File: config.mk
export PLATFORM = sky130hd
export DESIGN_NAME = ebt_timer
export DESIGN_NICKNAME = d
export VERILOG_FILES = /design/src/logic/ebt_pkg.sv /design/src/logic/ebt_timer.sv
export SDC_FILE = /design/constraint.sdc
export NUM_CORES = 1
export LEC_CHECK = 0
export BUFFER_PORTS_ARGS = -buffer_cell sky130_fd_sc_hd__buf_2
export CAP_MARGIN = 10
export CORE_MARGIN = 2
export CORE_UTILIZATION = 30
export DETAILED_ROUTE_END_ITERATION = 8
export HOLD_SLACK_MARGIN = 0.06
export PLACE_DENSITY = 0.52
export SETUP_SLACK_MARGIN = 0.3
export SYNTH_ARGS = -nofsm -noshare
export SYNTH_HDL_FRONTEND = slang
export SYNTH_SLANG_ARGS = --single-unit
File: constraint.sdc
create_clock -name hclk -period 2.41 [get_ports hclk]
set_input_delay 0.241 -clock hclk [delete_from_list [all_inputs] [get_ports hclk]]
set_output_delay 0.241 -clock hclk [all_outputs]
set_load 0.03 [all_outputs]
File: src/logic/ebt_pkg.sv
package ebt_pkg;
    // Register word indices; printed offsets 0x25/0x26 are not multiples of four,
    // so they are indices and the byte address is four times the index
    localparam logic [7:0] IDX_CTRL_B     = 8'h25;
    localparam logic [7:0] IDX_COUNT      = 8'h26;
    localparam logic [7:0] IDX_CMP_A      = 8'h27;
    localparam logic [7:0] IDX_CMP_B      = 8'h28;
    localparam logic [7:0] IDX_IRQ_ENABLE = 8'h2E;
    localparam logic [7:0] IDX_IRQ_FLAGS  = 8'h15;
    localparam logic [7:0] IDX_CTRL_A     = 8'h24;
    localparam logic [7:0] IDX_IRQ_ACK    = 8'h30;

    localparam int CTRL_B_FORCE_A  = 7;
    localparam int CTRL_B_FORCE_B  = 6;
    localparam int CTRL_B_WAVE2    = 3;
    localparam int IRQ_BIT_CMP_B   = 2;
    localparam int IRQ_BIT_CMP_A   = 1;
    localparam int IRQ_BIT_OVF     = 0;
    localparam int CTRL_A_MODE_A_LO = 6;
    localparam int CTRL_A_MODE_B_LO = 4;

    localparam logic [7:0] RESET_BYTE  = 8'h00;
    localparam logic [7:0] COUNT_MAX   = 8'hFF;
    localparam logic [7:0] COUNT_BOTTOM = 8'h00;

    localparam int DIV_8    = 8;
    localparam int DIV_64   = 64;
    localparam int DIV_256  = 256;
    localparam int DIV_1024 = 1024;
    localparam int PRESCALE_WIDTH = 10;

    typedef enum logic [2:0]
    {
        CLK_STOP   = 3'b000,
        CLK_DIV1   = 3'b001,
        CLK_DIV8   = 3'b010,
        CLK_DIV64  = 3'b011,
        CLK_DIV256 = 3'b100,
        CLK_DIV1K  = 3'b101,
        CLK_EXT_FALL = 3'b110,
        CLK_EXT_RISE = 3'b111
    } ebt_clk_sel_t;

    typedef enum logic [2:0]
    {
        WM_NORMAL    = 3'b000,
        WM_PC_FF     = 3'b001,
        WM_CTC       = 3'b010,
        WM_FAST_FF   = 3'b011,
        WM_RSVD4     = 3'b100,
        WM_PC_OCRA   = 3'b101,
        WM_RSVD6     = 3'b110,
        WM_FAST_OCRA = 3'b111
    } ebt_wave_mode_t;
endpackage

File: src/logic/ebt_timer.sv
`timescale 1ns/1ps
// Summary of operation
// Force strobe applies compare action, non-PWM only
// Forced compare sets no flag, no clear
// Force strobe bits always read zero
// Software writes force bits zero in PWM
// Clock select picks stop or prescaled clock
// Select 110/111 count external pin falling/rising
// External pin counts even when driven out
// Counter register readable, writable, resets zero
// Counter write blocks next tick's compare
// Compare registers continuously matched against counter
// Enable bits 2..0 gate flags with global
// Flag bit 2 compare B, bit 1 A
// Overflow flag bit 0 set at overflow
// Vector execution clears its flag
// Write one clears flag, zero keeps
// Reserved bits read zero
// Bottom value is 0x00
// Wave mode field picks mode and top
// Overflow at MAX, BOTTOM or TOP per mode
// Non-PWM compare output: off, toggle, clear, set
// Normal mode wraps 0xFF to 0x00, flags overflow
module ebt_timer
    import ebt_pkg::*;
(
    input  wire logic        hclk,
    input  wire logic        hresetn,
    input  wire logic        hsel,
    input  wire logic [31:0] haddr,
    input  wire logic [1:0]  htrans,
    input  wire logic        hwrite,
    input  wire logic [2:0]  hsize,
    input  wire logic [31:0] hwdata,
    input  wire logic        hready,
    output logic      [31:0] hrdata,
    output logic             hreadyout,
    output logic             hresp,
    input  wire logic        external_count_pin,
    input  wire logic        global_irq_enable,
    input  wire logic [2:0]  vector_ack,
    output logic             compare_out_pin_a,
    output logic             compare_out_pin_b,
    output logic             compare_out_en_a,
    output logic             compare_out_en_b,
    output logic [2:0]       irq_request
);
    logic [7:0]  timer_control_b;
    logic [7:0]  timer_control_a;
    logic [7:0]  timer_count_value;
    logic [7:0]  compare_value_a;
    logic [7:0]  compare_value_b;
    logic [2:0]  timer_irq_enable;
    logic [2:0]  timer_irq_flags;
    logic        count_down;
    logic        block_match;
    logic [PRESCALE_WIDTH-1:0] prescale;
    logic        pin_meta;
    logic        pin_sync;
    logic        pin_prev;
    logic        tick;
    logic        wr_pend;
    logic [7:0]  wr_idx;
    logic        rd_err;
    logic        bus_wr;
    logic        bus_rd;
    logic [7:0]  bus_idx;
    logic [7:0]  wbyte;
    logic        wr_ctrl_b;
    logic        wr_count;
    logic        force_a;
    logic        force_b;
    logic [2:0]  clock_source_select;
    logic [2:0]  wave_mode_field;
    logic [1:0]  compare_out_mode_a;
    logic [1:0]  compare_out_mode_b;
    logic        pwm_mode;
    logic [7:0]  top_value;
    logic        match_a;
    logic        match_b;
    logic        at_top;
    logic        ovf_event;
    logic [7:0]  next_count;
    logic        next_dir;
    logic [2:0]  flag_set;
    logic [2:0]  flag_clr;
    logic [2:0]  flag_wr_clr;

    assign clock_source_select = timer_control_b[2:0];
    assign wave_mode_field = {timer_control_b[CTRL_B_WAVE2], timer_control_a[1:0]};
    assign compare_out_mode_a = timer_control_a[CTRL_A_MODE_A_LO +: 2];
    assign compare_out_mode_b = timer_control_a[CTRL_A_MODE_B_LO +: 2];
    assign compare_out_en_a = (compare_out_mode_a != 2'b00);
    assign compare_out_en_b = (compare_out_mode_b != 2'b00);

    // AHB-Lite slave: zero wait states, always OKAY
    assign bus_idx   = haddr[9:2];
    assign hreadyout = 1'b1;
    assign hresp     = 1'b0;
    assign bus_wr    = hsel && hready && htrans[1] && hwrite;
    assign bus_rd    = hsel && hready && htrans[1] && !hwrite;
    assign wbyte     = hwdata[7:0];
    assign wr_ctrl_b = wr_pend && (wr_idx == IDX_CTRL_B);
    assign wr_count  = wr_pend && (wr_idx == IDX_COUNT);
    assign force_a   = wr_ctrl_b && wbyte[CTRL_B_FORCE_A] && !pwm_mode;
    assign force_b   = wr_ctrl_b && wbyte[CTRL_B_FORCE_B] && !pwm_mode;

    always_ff @(posedge hclk or negedge hresetn)
    begin
        if (!hresetn)
        begin
            wr_pend <= 1'b0;
            wr_idx  <= RESET_BYTE;
        end
        else
        begin
            wr_pend <= bus_wr;
            wr_idx  <= bus_idx;
        end
    end

    always_ff @(posedge hclk or negedge hresetn)
    begin
        if (!hresetn)
        begin
            hrdata <= 32'h0000_0000;
            rd_err <= 1'b0;
        end
        else if (bus_rd)
        begin
            rd_err <= 1'b0;
            case (bus_idx)
                IDX_CTRL_B:     hrdata <= {24'h00_0000, 4'h0, timer_control_b[3:0]};
                IDX_CTRL_A:     hrdata <= {24'h00_0000, timer_control_a};
                IDX_COUNT:      hrdata <= {24'h00_0000, timer_count_value};
                IDX_CMP_A:      hrdata <= {24'h00_0000, compare_value_a};
                IDX_CMP_B:      hrdata <= {24'h00_0000, compare_value_b};
                IDX_IRQ_ENABLE: hrdata <= {24'h00_0000, 5'h00, timer_irq_enable};
                IDX_IRQ_FLAGS:  hrdata <= {24'h00_0000, 5'h00, timer_irq_flags};
                default:        hrdata <= 32'h0000_0000;
            endcase
        end
    end

    always_ff @(posedge hclk or negedge hresetn)
    begin
        if (!hresetn)
        begin
            timer_control_a  <= RESET_BYTE;
            timer_control_b  <= RESET_BYTE;
            compare_value_a  <= RESET_BYTE;
            compare_value_b  <= RESET_BYTE;
            timer_irq_enable <= 3'b000;
        end
        else if (wr_pend)
        begin
            case (wr_idx)
                IDX_CTRL_A:     timer_control_a <= {wbyte[7:4], 2'b00, wbyte[1:0]};
                IDX_CTRL_B:     timer_control_b <= {4'h0, wbyte[3:0]};
                IDX_CMP_A:      compare_value_a <= wbyte;
                IDX_CMP_B:      compare_value_b <= wbyte;
                IDX_IRQ_ENABLE: timer_irq_enable <= wbyte[2:0];
                default:        timer_irq_enable <= timer_irq_enable;
            endcase
        end
    end

    // Pin synchroniser then edge detector
    always_ff @(posedge hclk or negedge hresetn)
    begin
        if (!hresetn)
        begin
            pin_meta <= 1'b0;
            pin_sync <= 1'b0;
            pin_prev <= 1'b0;
        end
        else
        begin
            pin_meta <= external_count_pin;
            pin_sync <= pin_meta;
            pin_prev <= pin_sync;
        end
    end

    always_ff @(posedge hclk or negedge hresetn)
    begin
        if (!hresetn)
            prescale <= '0;
        else
            prescale <= prescale + 1'b1;
    end

    always_comb
    begin
        case (clock_source_select)
            CLK_STOP:     tick = 1'b0;
            CLK_DIV1:     tick = 1'b1;
            CLK_DIV8:     tick = (prescale[2:0] == 3'(DIV_8 - 1));
            CLK_DIV64:    tick = (prescale[5:0] == 6'(DIV_64 - 1));
            CLK_DIV256:   tick = (prescale[7:0] == 8'(DIV_256 - 1));
            CLK_DIV1K:    tick = (prescale == 10'(DIV_1024 - 1));
            CLK_EXT_FALL: tick = pin_prev && !pin_sync;
            CLK_EXT_RISE: tick = !pin_prev && pin_sync;
            default:      tick = 1'b0;
        endcase
    end

    always_comb
    begin
        pwm_mode  = 1'b0;
        top_value = COUNT_MAX;
        case (wave_mode_field)
            WM_NORMAL:    top_value = COUNT_MAX;
            WM_PC_FF:     pwm_mode = 1'b1;
            WM_CTC:       top_value = compare_value_a;
            WM_FAST_FF:   pwm_mode = 1'b1;
            WM_PC_OCRA:
            begin
                pwm_mode  = 1'b1;
                top_value = compare_value_a;
            end
            WM_FAST_OCRA:
            begin
                pwm_mode  = 1'b1;
                top_value = compare_value_a;
            end
            default:      top_value = COUNT_MAX;
        endcase
    end

    assign match_a = tick && !block_match && (timer_count_value == compare_value_a);
    assign match_b = tick && !block_match && (timer_count_value == compare_value_b);
    assign at_top  = (timer_count_value == top_value);

    always_comb
    begin
        next_count = timer_count_value;
        next_dir   = count_down;
        ovf_event  = 1'b0;
        case (wave_mode_field)
            WM_PC_FF, WM_PC_OCRA:
            begin
                if (!count_down && at_top)
                begin
                    next_dir   = 1'b1;
                    next_count = timer_count_value - 8'h01;
                end
                else if (count_down && timer_count_value == COUNT_BOTTOM)
                begin
                    next_dir   = 1'b0;
                    next_count = timer_count_value + 8'h01;
                    ovf_event  = 1'b1;
                end
                else
                    next_count = count_down ? timer_count_value - 8'h01
                                            : timer_count_value + 8'h01;
            end
            WM_FAST_OCRA, WM_CTC:
            begin
                // CLEAR_ON_COMPARE_MODE clears whenever the count equals compare A on a tick, even with the match blocked, never on a forced one
                next_count = at_top ? COUNT_BOTTOM : timer_count_value + 8'h01;
                ovf_event  = (wave_mode_field == WM_FAST_OCRA) ? at_top
                             : (timer_count_value == COUNT_MAX);
            end
            default:
            begin
                next_count = timer_count_value + 8'h01;
                ovf_event  = (timer_count_value == COUNT_MAX);
            end
        endcase
    end

    always_ff @(posedge hclk or negedge hresetn)
    begin
        if (!hresetn)
        begin
            timer_count_value <= RESET_BYTE;
            count_down        <= 1'b0;
        end
        else if (wr_count)
            timer_count_value <= wbyte;
        else if (tick)
        begin
            timer_count_value <= next_count;
            count_down        <= next_dir;
        end
    end

    // Write to counter blocks the match on the next tick
    always_ff @(posedge hclk or negedge hresetn)
    begin
        if (!hresetn)
            block_match <= 1'b0;
        else if (wr_count)
            block_match <= 1'b1;
        else if (tick)
            block_match <= 1'b0;
    end

    // Hardware set wins over software or vector clear
    assign flag_set[IRQ_BIT_CMP_B] = match_b;
    assign flag_set[IRQ_BIT_CMP_A] = match_a;
    assign flag_set[IRQ_BIT_OVF]   = tick && ovf_event;
    assign flag_wr_clr = (wr_pend && wr_idx == IDX_IRQ_FLAGS) ? wbyte[2:0] : 3'b000;
    assign flag_clr    = vector_ack | flag_wr_clr;

    always_ff @(posedge hclk or negedge hresetn)
    begin
        if (!hresetn)
            timer_irq_flags <= 3'b000;
        else
            timer_irq_flags <= flag_set | (timer_irq_flags & ~flag_clr);
    end

    assign irq_request = timer_irq_flags & timer_irq_enable & {3{global_irq_enable}};

    always_ff @(posedge hclk or negedge hresetn)
    begin
        if (!hresetn)
        begin
            compare_out_pin_a <= 1'b0;
            compare_out_pin_b <= 1'b0;
        end
        else
        begin
            if ((match_a && !pwm_mode) || force_a)
            begin
                case (compare_out_mode_a)
                    2'b01:   compare_out_pin_a <= !compare_out_pin_a;
                    2'b10:   compare_out_pin_a <= 1'b0;
                    2'b11:   compare_out_pin_a <= 1'b1;
                    default: compare_out_pin_a <= compare_out_pin_a;
                endcase
            end
            if ((match_b && !pwm_mode) || force_b)
            begin
                case (compare_out_mode_b)
                    2'b01:   compare_out_pin_b <= !compare_out_pin_b;
                    2'b10:   compare_out_pin_b <= 1'b0;
                    2'b11:   compare_out_pin_b <= 1'b1;
                    default: compare_out_pin_b <= compare_out_pin_b;
                endcase
            end
        end
    end

    a_force_no_flag: assert property (@(posedge hclk) disable iff (!hresetn)
        (force_a && !match_a && !vector_ack[1]) |=> $stable(timer_irq_flags[1]))
        else $error("forced compare changed flag");
    a_ctrl_b_read: assert property (@(posedge hclk) disable iff (!hresetn)
        bus_rd && bus_idx == IDX_CTRL_B |=> hrdata[7:4] == 4'h0)
        else $error("control b upper bits not zero");
    a_count_write: assert property (@(posedge hclk) disable iff (!hresetn)
        wr_count |=> timer_count_value == $past(wbyte))
        else $error("counter write lost");
    a_stop_holds: assert property (@(posedge hclk) disable iff (!hresetn)
        clock_source_select == CLK_STOP && !wr_count |=> $stable(timer_count_value))
        else $error("stopped counter moved");
    a_match_block: assert property (@(posedge hclk) disable iff (!hresetn)
        wr_count ##1 (tick && !wr_count) |-> !match_a && !match_b)
        else $error("match after counter write");
    a_irq_gate: assert property (@(posedge hclk) disable iff (!hresetn)
        irq_request[0] |-> timer_irq_flags[0] && timer_irq_enable[0] && global_irq_enable)
        else $error("overflow request not gated");
    a_flag_set_b: assert property (@(posedge hclk) disable iff (!hresetn)
        match_b |=> timer_irq_flags[2])
        else $error("compare b flag not set");
    a_normal_wrap: assert property (@(posedge hclk) disable iff (!hresetn)
        tick && !wr_count && wave_mode_field == WM_NORMAL && timer_count_value == COUNT_MAX
        |=> timer_count_value == COUNT_BOTTOM && timer_irq_flags[0])
        else $error("normal mode wrap wrong");
    a_w1c_clear: assert property (@(posedge hclk) disable iff (!hresetn)
        wr_pend && wr_idx == IDX_IRQ_FLAGS && wbyte[1] && !match_a |=> !timer_irq_flags[1])
        else $error("flag write one did not clear");
endmodule // ebt_timer

==> results.yml <==
cts:
  cts_tree: "yes"
  cts.reportedPaths.clkPinSlew_ns: 0.06
  cts_buffers: 9
  cts.sinks: 74
  clock_latency_ns: 0.33
  cts_max_level: 3
  clockBufferDepth: 2
  cts-root-buf: "clkbuf_16"
timing:
  fin_crit_sh_pct: 96.5
  grt_setup_unrepaired: "yes"
  maxSlewViolCount: 0
  tns_ns: 0
  max_freq_ghz: 0.430
  worstMarginPinSlew_ns: 0.622
  finalHoldWorstSlack_ns: 0.116
  hold_violations: 0
  relSlewSlack_pct: 58.5
  setup_viol: 0
  worst_clock_skew_ns: 0.00577
  period_minus_slack_ns: 2.33
die:
  fp-row-count: 43
  die_height_um: 123
  die_area_sq_um: 15100
  die_w_um: 123
  start_util_pct: 30.7
  io_pins: 120
  core_sq_um: 13800
synth:
  yosys.area.top_type: "dfrtp_1"
  ys.flop_type: "dfrtp_1"
  synth.top_cell.area_share_pct: 43.6
  yosys-top-cells-area: "dfrtp_1, mux2_2, buf_4"
  synth_area_per_cell_sq_um: 9.71
  ys_types: 63
  syn_inst: 437
  netlist_area_sq_um: 4240
  ys.warnings.count: 0
  ys_seq_area_share_pct: 43.6
  ys_async_sr_fraction_pct: 100
  synth_seq_cells: 74
  synth_edf_count: 0
pwr:
  powerDensity_nw_per_um2: 708
  leakage_nw: 2.55
  vdd.ir_drop.worst_uv: 369
global_route:
  grt_max_degree: 46
  overflow: 0
  first_global_vias: 3584
  grt_pass1_wl_mm: 19.1
  antenna_found_initial: 0
  track_usage_pct: 16.8
layout:
  layoutNonFillerInstCount: 731
  fillers: 1374
  syn_to_final_growth_pct: 31.8
  diodes: 0
  drive_above_1_share_pct: 33.4
  nNetsFinal: 630
  seqCellArea_sq_um: 1850
  multi_input_area_sq_um: 2340
placed_design:
  gp_congestion: 0.851
  port_buffers: 41
  dp_cells: 696
  dpl.hpwl_mm: 8.97
setup_path:
  rr_startpoint: "timer_count_value[2]"
  reg2reg_depth: 7
  end_kind: "flip-flop"
  start_kind: "flip-flop"
  cp.required_ns: 2.66
  cp.arrival_ns: 2.58
  r2r_slack_ns: 0.08
  path_class: "flip-flop to flip-flop"
  crit_path_max_fanout: 3
  r2r-end: "timer_count_value[7]"
hold_path:
  hold_end: "wr_idx[0]"
  min_path_type: "input port to flip-flop"
  hp-start: "haddr[2]"
  hold_depth: 1
route:
  postRouteAntennaNets: 0
  viasPerCell: 5.04
  first_pass_iters: 5
  vias: 3685
  drc: 0
  drtIter0Drc: 227
  routed_wl_mm: 12.3
  wire_per_inst_um: 16.8
flow_run:
  maxCapViolations: 0
status:
  status: "complete, no violations"
[placed cells by master, fill, tap and decap left out, drive strengths merged, types with 8 or more instances in the layout]
| cell | count |
|---|---|
| dfrtp | 74 |
| a22o | 8 |
| nand2 | 36 |
| nand3 | 18 |
| inv | 20 |
| a22oi | 16 |
| buf | 107 |
| mux2 | 22 |
| conb | 26 |
| o21ai | 27 |
| dlygate4sd3 | 8 |
| nor2 | 29 |
| nor3 | 8 |
| xnor2 | 13 |
| clkbuf | 13 |
[logic make-up (layout without fill, tap and decap cells)]
kind of cell    count (synthesis)  count (layout)  share of synthesized area (%)
compound gates                102             102                           17.0
xor+xnor                       17              17                           3.51
fa+ha+maj                       4               4                           1.18
buf+inv                        60             150                           8.52
flops                          74              74                           43.6
mux                            27              27                           7.02
other cells                     2              26                          0.177
simple gates                  151             151                           19.0
[routing by layer]
layer | vias to the layer above | global-route usage [%] | part of all wire (%)
li1 | 1764 | - | -
met1 | 1810 | 21.0 | 45
met2 | 97 | 28.7 | 50
met3 | 14 | 3.74 | 4.6
met4 | 0 | 5.10 | 1.3
met5 | - | 0 | 0
[sequential cells by signal (all words and copies together), names as in the netlist, 4 cells and up]
register / cells
timer_control_b: 4
compare_value_a: 8
wr_idx: 8
compare_value_b: 8
hrdata: 8
timer_control_a: 6
prescale: 10
timer_count_value: 8
[worst max-delay path: stages, from the launching register on]
cell      delay [ns]
dfrtp_1         0.43
or3_4           0.43
or3_4           0.34
or3_4           0.33
or2_4           0.24
a211oi_2        0.18
o21ai_1         0.10
a32oi_1         0.19
[layout make-up]
type | instances | share of cell area (%)
Clock buffer | 13 | 4.47
Sequential cell | 74 | 33.1
Inverter | 20 | 1.34
Clock inverter | 2 | 0.671
Tap cell | 180 | 4.03
Timing Repair Buffer | 115 | 14.6
Multi-Input combinational cell | 327 | 41.8
[cells in the mapped netlist, types with 4 or more instances]
| cell type | count |
|---|---|
| a21oi_1 | 6 |
| a22o_1 | 8 |
| a22oi_1 | 16 |
| a31oi_1 | 6 |
| and3_1 | 7 |
| buf_2 | 4 |
| buf_4 | 27 |
| buf_6 | 4 |
| clkbuf_1 | 5 |
| dfrtp_1 | 74 |
| ha_1 | 4 |
| inv_1 | 20 |
| mux2_2 | 22 |
| mux2i_1 | 5 |
| nand2_1 | 35 |
| nand2b_1 | 6 |
| nand3_1 | 18 |
| nand3b_1 | 6 |
| nand4_1 | 5 |
| nor2_1 | 29 |
| nor2b_1 | 7 |
| nor3_1 | 8 |
| nor3b_1 | 5 |
| nor4_1 | 5 |
| nor4b_1 | 4 |
| o21a_1 | 4 |
| o21ai_0 | 26 |
| o22ai_1 | 4 |
| or3_1 | 4 |
| xnor2_1 | 13 |
| xor2_1 | 4 |
[how the worst max path moves through the flow]
stage          cells after the start                  from                    to  slack [ns]
2_1_floorplan                      8  timer_count_value[3]  timer_count_value[7]        0.16
3_3_place_gp                       8  timer_count_value[4]  timer_count_value[3]        0.03
3_5_place_dp                       8  timer_count_value[4]  timer_count_value[7]        0.04
4_1_cts                            8  timer_count_value[4]  timer_count_value[7]        0.07
5_1_grt                            9  timer_count_value[4]  timer_count_value[3]        0.01
6_report                           7  timer_count_value[2]  timer_count_value[7]        0.08
[metrics by stage]
step | instance area [sq um] | util (%) | worst slack [ns] | total power [W]
floorplan | 4350 | - | 0.165 | 0.00207
global placement | 4910 | 35.5 | 0.0288 | 0.00248
detailed placement | 4910 | 35.5 | 0.0354 | 0.00249
CTS | 5390 | 39.0 | 0.0676 | 0.00391
global route | 5590 | 40.4 | 0.0147 | 0.00415
finish | 5590 | 40.4 | 0.0834 | 0.00396
[power breakdown]
| group | leakage (nW) | switching, W | internal, W | total [W] |
|---|---|---|---|---|
| combinational | 1.51 | 0.000651 | 0.000562 | 0.00121 |
| sequential | 0.901 | 0.0000832 | 0.00132 | 0.00140 |
| clock | 0.136 | 0.000520 | 0.000826 | 0.00135 |
[timing repair]
action | 4_1_cts | 5_1_grt
resized for setup | 22 | 36
setup buffers | 4 | 8
pin swaps | 11 | 16
endpoints found under the hold margin | 51 | 0
endpoints found under the setup margin | 9 | 21
hold buffers | 8 | 0
(Power assumes the default switching activity.)
